File: src/logic/ubrg_cfg.svh
// Constants of the serial bit-rate generator: offsets, fields, reset values
`ifndef UBRG_CFG_SVH
`define UBRG_CFG_SVH
// ==========================================
// Register byte offsets
`define UBRG_OFS_DIVISOR 8'h00
`define UBRG_OFS_CTRL_ONE 8'h04
`define UBRG_OFS_CTRL_TWO 8'h08
`define UBRG_OFS_STATUS 8'h0C
`define UBRG_OFS_TX_DATA 8'h10
`define UBRG_OFS_RX_DATA 8'h14
// ==========================================
// Field positions of serial_control_one
`define UBRG_C1_BASE_SEL 0
`define UBRG_C1_PARITY_EN 1
`define UBRG_C1_EVEN 2
`define UBRG_C1_STOP_LEN 3
`define UBRG_C1_TX_EN 4
`define UBRG_C1_RX_EN 5
// ==========================================
// Field positions of the status register
`define UBRG_ST_TX_BUSY 0
`define UBRG_ST_RX_BUSY 1
`define UBRG_ST_RX_FULL 2
`define UBRG_ST_PAR_ERR 3
`define UBRG_ST_FRM_ERR 4
// ==========================================
// Reset values and fixed counts
`define UBRG_RST_DIVISOR 8'h00
`define UBRG_RST_CTRL_ONE 6'h00
`define UBRG_RST_RT_SEL 3'h0
`define UBRG_SAMPLE_HI 5'h08
`define UBRG_SAMPLE_LO 5'h06
// Tick counter load values (ticks per bit minus one)
`define UBRG_LOAD_T15 5'h0E
`define UBRG_LOAD_T16 5'h0F
`define UBRG_LOAD_T17 5'h10
`define UBRG_RESP_OKAY 2'h0
`define UBRG_RESP_SLVERR 2'h2
`endif

File: src/logic/ubrg_pkg.sv
// Types of the serial bit-rate generator
package ubrg_pkg;
	// Ticks-per-bit selector codes
	typedef enum logic [2:0] {
		UBRG_RT16 = 3'h0,
		UBRG_RT16_17 = 3'h1,
		UBRG_RT15 = 3'h2,
		UBRG_RT15_16 = 3'h3,
		UBRG_RT17 = 3'h4
	} ubrg_rtsel_e;
	// Receiver states
	typedef enum logic [0:0] {
		UBRG_RX_IDLE,
		UBRG_RX_FRAME
	} ubrg_rx_e;
endpackage : ubrg_pkg

File: src/logic/ubrg_top.sv
// Serial transceiver with programmable bit-rate generator and AXI4-Lite registers
// Notes on behaviour
// - Bit rate from base clock, divisor, tick select
// - One tick per divisor plus one base clocks
// - Ticks per bit programmable from 15 to 17
// - Codes 000/010/100 give 16/15/17 ticks
// - Codes 001/011 alternate, start bit shorter
// - Bit rate is base clock over ticks times divisor+1
// - Transmit and receive share ticks per bit
// - Low-frequency clock may drive the prescaler
// - Frame: start, eight data, parity, stop bits
// - Receiver majority-samples ticks eight to six
//
// Register access over AXI4-Lite and the register addresses are this design's own decisions.
`timescale 1ns/10ps
`include "ubrg_cfg.svh"
module ubrg_top
	import ubrg_pkg::*;
(
	input wire logic i_clk,
	input wire logic i_srst,
	input wire logic i_low_freq_clock,
	input wire logic i_serial_input_pin,
	output logic o_serial_output,
	input wire logic [7:0] s_axi_awaddr,
	input wire logic s_axi_awvalid,
	output logic s_axi_awready,
	input wire logic [31:0] s_axi_wdata,
	input wire logic [3:0] s_axi_wstrb,
	input wire logic s_axi_wvalid,
	output logic s_axi_wready,
	output logic [1:0] s_axi_bresp,
	output logic s_axi_bvalid,
	input wire logic s_axi_bready,
	input wire logic [7:0] s_axi_araddr,
	input wire logic s_axi_arvalid,
	output logic s_axi_arready,
	output logic [31:0] s_axi_rdata,
	output logic [1:0] s_axi_rresp,
	output logic s_axi_rvalid,
	input wire logic s_axi_rready
);
	// Tick count minus one for a bit, given selector and bit parity
	function automatic logic [4:0] rt_load(input logic [2:0] sel, input logic odd);
		case (sel)
			UBRG_RT16: rt_load = `UBRG_LOAD_T16;
			UBRG_RT15: rt_load = `UBRG_LOAD_T15;
			UBRG_RT17: rt_load = `UBRG_LOAD_T17;
			UBRG_RT16_17: rt_load = odd ? `UBRG_LOAD_T17 : `UBRG_LOAD_T16;
			UBRG_RT15_16: rt_load = odd ? `UBRG_LOAD_T16 : `UBRG_LOAD_T15;
			default: rt_load = `UBRG_LOAD_T16;
		endcase
	endfunction : rt_load
	// ==========================================
	// Registers
	logic [7:0] baud_divisor, rx_data;
	logic [5:0] serial_control_one;
	logic [2:0] rt_count_select;
	logic rx_full, par_err, frm_err, lf_prev, rx_prev;
	wire base_clock_select = serial_control_one[`UBRG_C1_BASE_SEL];
	wire parity_enable = serial_control_one[`UBRG_C1_PARITY_EN];
	wire even_parity = serial_control_one[`UBRG_C1_EVEN];
	wire stop_length_select = serial_control_one[`UBRG_C1_STOP_LEN];
	// Base clock event: every gear cycle or each rising low-frequency edge
	wire base_evt = base_clock_select ? (i_low_freq_clock & ~lf_prev) : 1'b1;
	// ==========================================
	// AXI4-Lite slave
	logic aw_hold, w_hold, w_lane0, tx_busy, rx_busy, rx_done;
	logic [7:0] aw_addr_q;
	logic [31:0] w_data_q;
	assign s_axi_awready = ~aw_hold & ~s_axi_bvalid;
	assign s_axi_wready = ~w_hold & ~s_axi_bvalid;
	assign s_axi_arready = ~s_axi_rvalid;
	wire wr_go = aw_hold & w_hold & ~s_axi_bvalid;
	wire ar_hs = s_axi_arvalid & s_axi_arready;
	wire wr_div = wr_go & w_lane0 & (aw_addr_q == `UBRG_OFS_DIVISOR);
	wire wr_c1 = wr_go & w_lane0 & (aw_addr_q == `UBRG_OFS_CTRL_ONE);
	wire wr_c2 = wr_go & w_lane0 & (aw_addr_q == `UBRG_OFS_CTRL_TWO);
	wire wr_tx = wr_go & w_lane0 & (aw_addr_q == `UBRG_OFS_TX_DATA);
	wire wr_ok = aw_addr_q <= `UBRG_OFS_RX_DATA && aw_addr_q[1:0] == 2'h0;
	wire rd_rx = ar_hs & (s_axi_araddr == `UBRG_OFS_RX_DATA);
	wire [31:0] status_word = {27'h0, frm_err, par_err, rx_full, rx_busy, tx_busy};
	wire rd_ok = s_axi_araddr <= `UBRG_OFS_RX_DATA && s_axi_araddr[1:0] == 2'h0;
	// Read data selection
	wire [31:0] rd_mux =
		(s_axi_araddr == `UBRG_OFS_DIVISOR) ? {24'h0, baud_divisor} :
		(s_axi_araddr == `UBRG_OFS_CTRL_ONE) ? {26'h0, serial_control_one} :
		(s_axi_araddr == `UBRG_OFS_CTRL_TWO) ? {29'h0, rt_count_select} :
		(s_axi_araddr == `UBRG_OFS_STATUS) ? status_word :
		(s_axi_araddr == `UBRG_OFS_RX_DATA) ? {24'h0, rx_data} : 32'h0;
	// Address and data capture, write response
	always_ff @(posedge i_clk) begin
		if (i_srst) begin
			aw_hold <= 1'b0;
			w_hold <= 1'b0;
			aw_addr_q <= 8'h00;
			w_data_q <= 32'h0;
			w_lane0 <= 1'b0;
			s_axi_bvalid <= 1'b0;
			s_axi_bresp <= `UBRG_RESP_OKAY;
		end else begin
			if (s_axi_awvalid & s_axi_awready) begin
				aw_hold <= 1'b1;
				aw_addr_q <= s_axi_awaddr;
			end
			if (s_axi_wvalid & s_axi_wready) begin
				w_hold <= 1'b1;
				w_data_q <= s_axi_wdata;
				w_lane0 <= s_axi_wstrb[0];
			end
			if (wr_go) begin
				aw_hold <= 1'b0;
				w_hold <= 1'b0;
				s_axi_bvalid <= 1'b1;
				s_axi_bresp <= wr_ok ? `UBRG_RESP_OKAY : `UBRG_RESP_SLVERR;
			end else if (s_axi_bready) begin
				s_axi_bvalid <= 1'b0;
			end
		end
	end
	// Read response
	always_ff @(posedge i_clk) begin
		if (i_srst) begin
			s_axi_rvalid <= 1'b0;
			s_axi_rdata <= 32'h0;
			s_axi_rresp <= `UBRG_RESP_OKAY;
		end else if (ar_hs) begin
			s_axi_rvalid <= 1'b1;
			s_axi_rdata <= rd_mux;
			s_axi_rresp <= rd_ok ? `UBRG_RESP_OKAY : `UBRG_RESP_SLVERR;
		end else if (s_axi_rready) begin
			s_axi_rvalid <= 1'b0;
		end
	end
	// Setting registers; receive-full flag where a new frame beats a read
	always_ff @(posedge i_clk) begin
		if (i_srst) begin
			baud_divisor <= `UBRG_RST_DIVISOR;
			serial_control_one <= `UBRG_RST_CTRL_ONE;
			rt_count_select <= `UBRG_RST_RT_SEL;
			lf_prev <= 1'b0;
			rx_full <= 1'b0;
		end else begin
			lf_prev <= i_low_freq_clock;
			if (wr_div)
				baud_divisor <= w_data_q[7:0];
			if (wr_c1)
				serial_control_one <= w_data_q[5:0];
			if (wr_c2)
				rt_count_select <= w_data_q[2:0];
			rx_full <= rx_done | (rx_full & ~rd_rx); // A completing frame beats the read
		end
	end
	// ==========================================
	// Transmitter
	logic [7:0] tx_pre;
	logic [4:0] tx_rt;
	logic [3:0] tx_idx;
	logic [11:0] tx_shift;
	wire tx_tick = tx_busy & base_evt & (tx_pre == baud_divisor);
	wire tx_bit_end = tx_tick & (tx_rt == 5'h00);
	wire [3:0] tx_last = 4'h9 + {3'h0, parity_enable} + {3'h0, stop_length_select};
	wire tx_start = wr_tx & ~tx_busy & serial_control_one[`UBRG_C1_TX_EN];
	wire tx_par = even_parity ? ^w_data_q[7:0] : ~^w_data_q[7:0];
	// Frame image sent LSB first: start, data, parity or stop, stops
	wire [11:0] tx_frame = parity_enable ? {2'h3, tx_par, w_data_q[7:0], 1'b0}
		: {3'h7, w_data_q[7:0], 1'b0};
	// Prescaler, tick counter and shifter
	always_ff @(posedge i_clk) begin
		if (i_srst) begin
			tx_busy <= 1'b0;
			tx_pre <= 8'h00;
			tx_rt <= 5'h00;
			tx_idx <= 4'h0;
			tx_shift <= 12'hFFF;
		end else if (tx_start) begin
			tx_busy <= 1'b1;
			tx_pre <= 8'h00;
			tx_rt <= rt_load(rt_count_select, 1'b0);
			tx_idx <= 4'h0;
			tx_shift <= tx_frame;
		end else if (tx_busy) begin
			if (base_evt)
				tx_pre <= tx_tick ? 8'h00 : tx_pre + 8'h01;
			if (tx_bit_end) begin
				tx_rt <= rt_load(rt_count_select, ~tx_idx[0]);
				tx_idx <= tx_idx + 4'h1;
				tx_shift <= {1'b1, tx_shift[11:1]};
				tx_busy <= (tx_idx != tx_last);
			end else if (tx_tick) begin
				tx_rt <= tx_rt - 5'h01;
			end
		end
	end
	assign o_serial_output = tx_shift[0];
	// ==========================================
	// Receiver
	ubrg_rx_e rx_state;
	logic [7:0] rx_pre;
	logic [4:0] rx_rt;
	logic [3:0] rx_idx;
	logic [2:0] rx_samp;
	logic [9:0] rx_shift;
	assign rx_busy = (rx_state == UBRG_RX_FRAME);
	wire rx_tick = rx_busy & base_evt & (rx_pre == baud_divisor);
	wire rx_bit_end = rx_tick & (rx_rt == 5'h00);
	wire rx_fall = rx_prev & ~i_serial_input_pin;
	wire rx_in_win = rx_rt <= `UBRG_SAMPLE_HI && rx_rt >= `UBRG_SAMPLE_LO;
	wire rx_bit = (rx_samp[0] & (rx_samp[1] | rx_samp[2])) | (rx_samp[1] & rx_samp[2]);
	wire [3:0] rx_last = 4'h9 + {3'h0, parity_enable};
	assign rx_done = rx_bit_end & (rx_idx == rx_last);
	wire [9:0] rx_img = {rx_bit, rx_shift[9:1]};
	// Stop sits on top; data lies under the parity bit, or under the stop bit alone
	wire [7:0] rx_word = parity_enable ? rx_img[7:0] : rx_img[8:1];
	// Receive frame sequencer
	always_ff @(posedge i_clk) begin
		if (i_srst) begin
			rx_state <= UBRG_RX_IDLE;
			rx_prev <= 1'b1;
			rx_pre <= 8'h00;
			rx_rt <= 5'h00;
			rx_idx <= 4'h0;
			rx_samp <= 3'h0;
			rx_shift <= 10'h000;
			rx_data <= 8'h00;
			par_err <= 1'b0;
			frm_err <= 1'b0;
		end else begin
			rx_prev <= i_serial_input_pin;
			case (rx_state)
				UBRG_RX_IDLE: begin
					if (rx_fall & serial_control_one[`UBRG_C1_RX_EN]) begin
						rx_state <= UBRG_RX_FRAME;
						rx_pre <= 8'h00;
						rx_rt <= rt_load(rt_count_select, 1'b0);
						rx_idx <= 4'h0;
					end
				end
				UBRG_RX_FRAME: begin
					if (base_evt)
						rx_pre <= rx_tick ? 8'h00 : rx_pre + 8'h01;
					if (rx_tick & rx_in_win)
						rx_samp <= {rx_samp[1:0], i_serial_input_pin};
					if (rx_bit_end) begin
						rx_rt <= rt_load(rt_count_select, ~rx_idx[0]);
						rx_idx <= rx_idx + 4'h1;
						rx_shift <= rx_img;
						if (rx_idx == 4'h0 && rx_bit)
							rx_state <= UBRG_RX_IDLE;
						if (rx_done) begin
							rx_state <= UBRG_RX_IDLE;
							rx_data <= rx_word;
							par_err <= parity_enable & (rx_img[8] ^ ^rx_img[7:0] ^ ~even_parity);
							frm_err <= ~rx_bit;
						end
					end else if (rx_tick) begin
						rx_rt <= rx_rt - 5'h01;
					end
				end
				default: rx_state <= UBRG_RX_IDLE;
			endcase
		end
	end
	// ==========================================
	// Checks
	logic [4:0] tx_cnt, rx_cnt;
	logic [8:0] tx_gap;
	// Ticks seen in the current bit, clocks since the last transmit tick
	always_ff @(posedge i_clk) begin
		tx_cnt <= (i_srst | tx_start | tx_bit_end) ? 5'h00 : tx_cnt + {4'h0, tx_tick};
		tx_gap <= (i_srst | tx_start | tx_tick) ? 9'h000 : tx_gap + 9'h001;
		rx_cnt <= (i_srst | ~rx_busy | rx_bit_end) ? 5'h00 : rx_cnt + {4'h0, rx_tick};
	end
endmodule : ubrg_top

File: config.mk
export PLATFORM = sky130hd
export DESIGN_NAME = ubrg_top
export DESIGN_NICKNAME = d
export VERILOG_FILES = /design/src/logic/ubrg_pkg.sv /design/src/logic/ubrg_top.sv
export VERILOG_INCLUDE_DIRS = /design/src /design/src/logic
export SDC_FILE = /design/constraint.sdc
export NUM_CORES = 1
export LEC_CHECK = 0
export BUFFER_PORTS_ARGS = -buffer_cell sky130_fd_sc_hd__buf_2
export CAP_MARGIN = 20
export CORE_MARGIN = 5
export CORE_UTILIZATION = 61
export CTS_CLUSTER_SIZE = 10
export DETAILED_ROUTE_END_ITERATION = 8
export HOLD_SLACK_MARGIN = 0.03
export PLACE_DENSITY = 0.85
export SLEW_MARGIN = 10
export SYNTH_ARGS = -nofsm -noshare
export SYNTH_HDL_FRONTEND = slang
export SYNTH_SLANG_ARGS = --single-unit
File: constraint.sdc
create_clock -name i_clk -period 3.89 [get_ports i_clk]
set_clock_uncertainty 0.15 [all_clocks]
set_input_delay 0 -clock i_clk [delete_from_list [all_inputs] [get_ports i_clk]]
set_output_delay 0 -clock i_clk [all_outputs]
set_load 0.01 [all_outputs]
# ---- Word level (Yosys, flattened, before mapping)
# Cells that the tools add are included.
dict set report word_totals {
  output_inout_bits 42
  inputBits 61
  register_bits 148
}
dict set report op_classes {
  n_addsub 8
  eq_ne 19
  order_cmp 4
  reduce_logical 32
  n_mux 49
  bitwise_logic 46
}
# op n
set op_table {}
lappend op_table {{$mux W8} 10}
lappend op_table {{$mux W5} 9}
lappend op_table {{$pmux W5 S4} 2}
lappend op_table {{$mux W12} 3}
lappend op_table {{$and A1 B1 Y1} 30}
lappend op_table {{$eq A8 B4 Y1 const B} 3}
lappend op_table {{$pmux W5 S2} 2}
lappend op_table {{$reduce_and A2 Y1} 9}
lappend op_table {{$add A8 B1 Y8 const B} 2}
lappend op_table {{$eq A8 B3 Y1 const B} 2}
lappend op_table {{$eq A8 B5 Y1 const B} 2}
lappend op_table {{$eq A8 B8 Y1} 2}
lappend op_table {{$le A8 B5 Y1 const B} 2}
lappend op_table {{$logic_not A8 Y1} 2}
lappend op_table {{$pmux W8 S2} 1}
lappend op_table {{$reduce_xor A8 Y1} 2}
lappend op_table {{$mux W1} 15}
lappend op_table {{$not A1 Y1} 11}
lappend op_table {{$logic_not A5 Y1} 2}
lappend op_table {{$mux W10} 1}
lappend op_table {{$sub A5 B1 Y5 const B} 2}
lappend op_table {{$add A4 B1 Y4 const B} 2}
lappend op_table {{$mux W4} 2}
lappend op_table {{$pmux W4 S2} 1}
lappend op_table {{24 further kinds} 39}

# ---- Logic depth before layout (Yosys ltp)
dict set report depth {
  ltp_word 10
  depth_mapped 9
  ltp_nobuf 7
}

# ---- Worst setup path before layout
# Ideal clock, no wire load.
dict set report synth_timing {
  path_type {flip-flop to flip-flop}
  startpoint {register tx_rt[0]}
  endpoint {register tx_shift[5]}
  stages_incl_launch_ff 10
  n_path_buf 2
  path_slack_ps 1773
  required_ps 3606
  synth_period_minus_slack_ps 2117
  arrival_time_ps 1834
  cell_sequence {dfxtp_1 -> inv_1 -> ha_1 -> or4b_4 -> nor3_2 -> and4_1 -> buf_6 -> buf_12 -> mux2i_1 -> a21oi_1}
}
dict set report synth_between {
  elab_chain_cells 4
}
# item line
set synth_rtl {}
lappend synth_rtl {{start, declared} ubrg_top.sv:157} ;# logic [4:0] tx_rt;
lappend synth_rtl {{start signal, assigned} ubrg_top.sv:179} ;# tx_rt <= rt_load(rt_count_select, 1'b0);
lappend synth_rtl {{start signal, assigned} ubrg_top.sv:186} ;# tx_rt <= rt_load(rt_count_select, ~tx_idx[0]);
lappend synth_rtl {{start signal, assigned} ubrg_top.sv:191} ;# tx_rt <= tx_rt - 5'h01;
lappend synth_rtl {{$logic_not A5 Y1} ubrg_top.sv:161} ;# wire tx_bit_end = tx_tick & (tx_rt == 5'h00);
lappend synth_rtl {{$and A1 B1 Y1} ubrg_top.sv:161}
lappend synth_rtl {{$reduce_bool A2 Y1 (no line)} -}
lappend synth_rtl {{$reduce_and A2 Y1 (no line)} -}
lappend synth_rtl {{end signal, assigned} ubrg_top.sv:181} ;# tx_shift <= tx_frame;
lappend synth_rtl {{end signal, assigned} ubrg_top.sv:188} ;# tx_shift <= {1'b1, tx_shift[11:1]};
lappend synth_rtl {{end, declared} ubrg_top.sv:159} ;# logic [11:0] tx_shift;
# No other way between the ends.
# A chain may end at the register's enable or synchronous reset.

# ---- Worst setup path after layout
dict set report layout_timing {
  startpoint {input s_axi_araddr[0]}
  endpoint {register s_axi_rdata[1]}
}
dict set report layout_between {
  elab_chain_cells 6
  word_cells_on_any_way 10
}
# item line
set layout_rtl {}
lappend layout_rtl {{start, declared} ubrg_top.sv:35} ;# input wire logic [7:0] s_axi_araddr,
lappend layout_rtl {{$eq A8 B5 Y1 (no line)} -}
lappend layout_rtl {{$mux W8} ubrg_top.sv:90} ;# (s_axi_araddr == `UBRG_OFS_RX_DATA) ? {24'h0, rx_data} : 32'h0;
lappend layout_rtl {{$mux W8} ubrg_top.sv:89} ;# (s_axi_araddr == `UBRG_OFS_STATUS) ? status_word :
lappend layout_rtl {{$mux W8} ubrg_top.sv:88} ;# (s_axi_araddr == `UBRG_OFS_CTRL_TWO) ? {29'h0, rt_count_select} :
lappend layout_rtl {{$mux W8} ubrg_top.sv:87} ;# (s_axi_araddr == `UBRG_OFS_CTRL_ONE) ? {26'h0, serial_control_one} :
lappend layout_rtl {{$mux W8 *} ubrg_top.sv:86} ;# (s_axi_araddr == `UBRG_OFS_DIVISOR) ? {24'h0, baud_divisor} :
lappend layout_rtl {{end signal, assigned} ubrg_top.sv:129} ;# s_axi_rdata <= rd_mux;
lappend layout_rtl {{end, declared} ubrg_top.sv:38} ;# output logic [31:0] s_axi_rdata,
# Mark *: on every way between the ends. The rest lies on a longest branch, timed or not.

==> reports/qor.csv <==
stage,metric,value,unit
run_status,status,completed,
place,post-placement setup slack,1.312,ns
setup_path,startpoint types,primary input,
logic_synthesis,xor and xnor area share after synthesis,7.214,%
clocking,clk buf depth,2,
logic_synthesis,Synth Area in Compound Gates,14.68,%
logic_synthesis,synth warn,0,
clocking,CTS Sinks,119,
setup_path,Max Fanout on Critical Path,5,
timing,Least-Margin Pin Slew,1.116,ns
logic_synthesis,area share of fa/ha/maj cells after synthesis,2.140,%
logic_synthesis,cell count after synthesis,727,
power_and_ir_drop,P_int,2.296,mW
logic_synthesis,post-synthesis sequential area ratio,37.73,%
route,WL per Instance,19.31,um
worst_hold_path,worst hold path class,in -> reg,
timing,Max Transition Viols Final,0,
power_and_ir_drop,power share of the clock group,50.6,%
clocking,worst skew pair latency,0.54,ns
layout,most frequent cells in the layout,"119 x dfxtp_1, 75 x dlygate4sd3_1, 71 x nor2_1",
route,Vias,6180,
logic_synthesis,Mapped Area,6314,um^2
place,DP HPWL,10590,um
timing,Final Setup Violations,0,
layout,Layout area overhead,23.58,%
place,Area after DPL,6477,um^2
layout,Util after Layout,76.26,%
timing,fmax,271.4,MHz
global_routing,largest net degree at the start of global routing,105,
setup_path,Critical Path RT,4.17,ns
clocking,"Reg clk slew, reported paths",0.06,ns
logic_synthesis,Synth area leaders,"dfxtp_1 38%, mux2i_1 6.8%, a21oi_1 4.6%",
layout,"commonest non-fill, non-tap cell in the layout",dfxtp_1,
logic_synthesis,largest family of logic cells by synthesized area,simple AND/OR/NAND/NOR gates,
power_and_ir_drop,Reg power frac,41.7,%
route,Iteration-0 DRC Markers,687,
setup_path,Crit path arrival time,3.96,ns
setup_path,"setup slack, reg-to-reg",0.36,ns
logic_synthesis,syn avg cell area,8.684,um^2
route,Antenna Violating Nets Remaining,0,
floorplanning,starting density of the core,61.71,%
floorplanning,Die ar.,12480,um^2
power_and_ir_drop,VDD IR max,0.4043,mV
logic_synthesis,Synth Area in Simple Gates,21.94,%
logic_synthesis,ys async rst share,0,%
timing,minimum clock period,3.684,ns
floorplanning,io pins,103,
power_and_ir_drop,Pleak,3.193,nW
power_and_ir_drop,total design power,3.024,mW
logic_synthesis,top-area cell type share of the netlist area,37.73,%
place,Routability Congestion,0.8756,
global_routing,antenna violations before repair,0,
run,max-cap violation count,0,
floorplanning,FP Rows,37,
logic_synthesis,"Top FF cell, synth",dfxtp_1,
logic_synthesis,mux cell area share after synthesis,8.898,%
place,Inst Count DP,878,
power_and_ir_drop,P_sw,0.7280,mW
route,WL final,19040,um
logic_synthesis,post-synth top area cell,dfxtp_1,
clocking,CTS H-Tree Depth,4,
layout,Final nets,907,
logic_synthesis,Post-synth EDFFs,0,
route,DRC violations left,0,
clocking,Num CTS Buffers,17,
clocking,root buffer cell,clkbuf_8,
global_routing,All-Layer GR Usage,30.20,%
timing,setup TNS,0,ns
floorplanning,core area,10230,um^2
layout,design area,7802,um^2
clocking,post-cts resize count,0,
route,drt first pass iters,8,
logic_synthesis,Yosys reg bits,119,
timing,Slew HR,25.58,%
timing,RSZ-0062 raised after global routing,false,
power_and_ir_drop,combinational share of power,7.7,%
layout,ratio of cells with drive above 1 in the final layout,13.90,%
timing,final worst slack,0.2059,ns
timing,Tcrit/Tclk final,94.71,%
clocking,cts hold-fix bufs,75,
floorplanning,die width,111.7,um
global_routing,total gr overflow,0,
floorplanning,die height,111.7,um
setup_path,Critical Path Sink Type,flip-flop,
global_routing,vias in the first global route,6143,
timing,final hold slack,0.1076,ns
power_and_ir_drop,Pwr Density,387.5,nW/um^2
layout,filler-free cell count of the finished design,986,
place,PortBufs,49,
clocking,TritonCTS clock tree,yes,
logic_synthesis,Netlist cell types,75,
clocking,postcts setup bufs,0,
global_routing,first-pass GRT wire length,30500,um
setup_path,critical setup path kind,in -> reg,
timing,Fin. Hold Viols,0,
power_and_ir_drop,Sw Share,24.08,%
route,vias per cell,6.268,
Yosys cell counts (all sizes together) (5+ instances only):
| master | n |
|---|---|
| a31oi | 7 |
| nor4 | 5 |
| a21oi | 59 |
| inv | 23 |
| o21ai | 17 |
| mux2 | 11 |
| or3 | 7 |
| nand2 | 71 |
| o2111ai | 5 |
| xor2 | 29 |
| and3 | 7 |
| dfxtp | 119 |
| buf | 42 |
| a211oi | 6 |
| nor2b | 8 |
| nor2 | 71 |
| nand4 | 11 |
| ha | 10 |
| nand3 | 28 |
| clkbuf | 20 |
| nand2b | 6 |
| mux2i | 43 |
| o31ai | 10 |
| xnor2 | 23 |
| or4 | 6 |
| nor3 | 24 |
final timing paths:
path | endpoint | startpoint | depth (start not counted)
max | s_axi_rdata[1] | s_axi_araddr[0] | 10
min | rx_prev | i_serial_input_pin | 3
max reg2reg | s_axi_rdata[1] | s_axi_rvalid | 8
min reg2reg | s_axi_rdata[2] | s_axi_rdata[2] | 2
layer usage:
layer / part of all wire (%) / GRT usage, % / vias to the layer above
met3: 7.9 / 8.370 / 121
met4: 5.0 / 15.49 / 0
li1: - / - / 2746
met2: 50 / 51.88 / 377
met5: 0 / 0 / -
met1: 38 / 34.18 / 2936
critical path, cell delays in order:
cell	delay [ns]
dlygate4sd3_1	0.55
buf_2	0.12
or4_1	0.44
dlygate4sd3_1	0.64
nor3_2	0.37
nand2_1	0.25
o221ai_1	0.25
dlygate4sd3_1	0.60
a21oi_1	0.10
dlygate4sd3_1	0.62
sequential cells by signal, summed over array words and instances (netlist names), 6 cells and up:
signal              count
s_axi_rdata             8
baud_divisor            8
serial_control_one      6
rx_pre                  8
rx_shift                9
tx_pre                  8
tx_shift               10
rx_data                 8
aw_addr_q               8
w_data_q                8
power groups by stage:
stage | sequential [mW] | clock (mW) | combinational [mW]
final | 1.26 | 1.53 | 0.232
after global routing | 1.26 | 1.59 | 0.248
after CTS | 1.26 | 1.53 | 0.215
after detailed placement | 1.28 | 0 | 0.149
after global placement | 1.28 | 0 | 0.143
after floorplan | 1.28 | 0 | 0.127
area by class of cell:
| type | instances | area, um^2 |
|---|---|---|
| diodes | 1 | 2.502 |
| repair buffers | 127 | 1021 |
| well taps | 136 | 170.2 |
| clock buffers | 21 | 449.2 |
| fillers | 641 | 2429 |
| clock inverters | 11 | 122.6 |
| multi-input cells | 548 | 3568 |
| flip-flops and latches | 119 | 2382 |
| inverters | 23 | 86.33 |
cells by family (layout without fill, tap and decap cells):
family / Yosys count / in the layout
xor+xnor: 52 / 52
flops: 119 / 119
fa+ha+maj: 11 / 11
simple gates: 265 / 265
compound gates: 140 / 140
buf+inv: 85 / 182
other cells: 1 / 27
mux: 54 / 54
No activity file was read; power rests on OpenSTA's default activity.
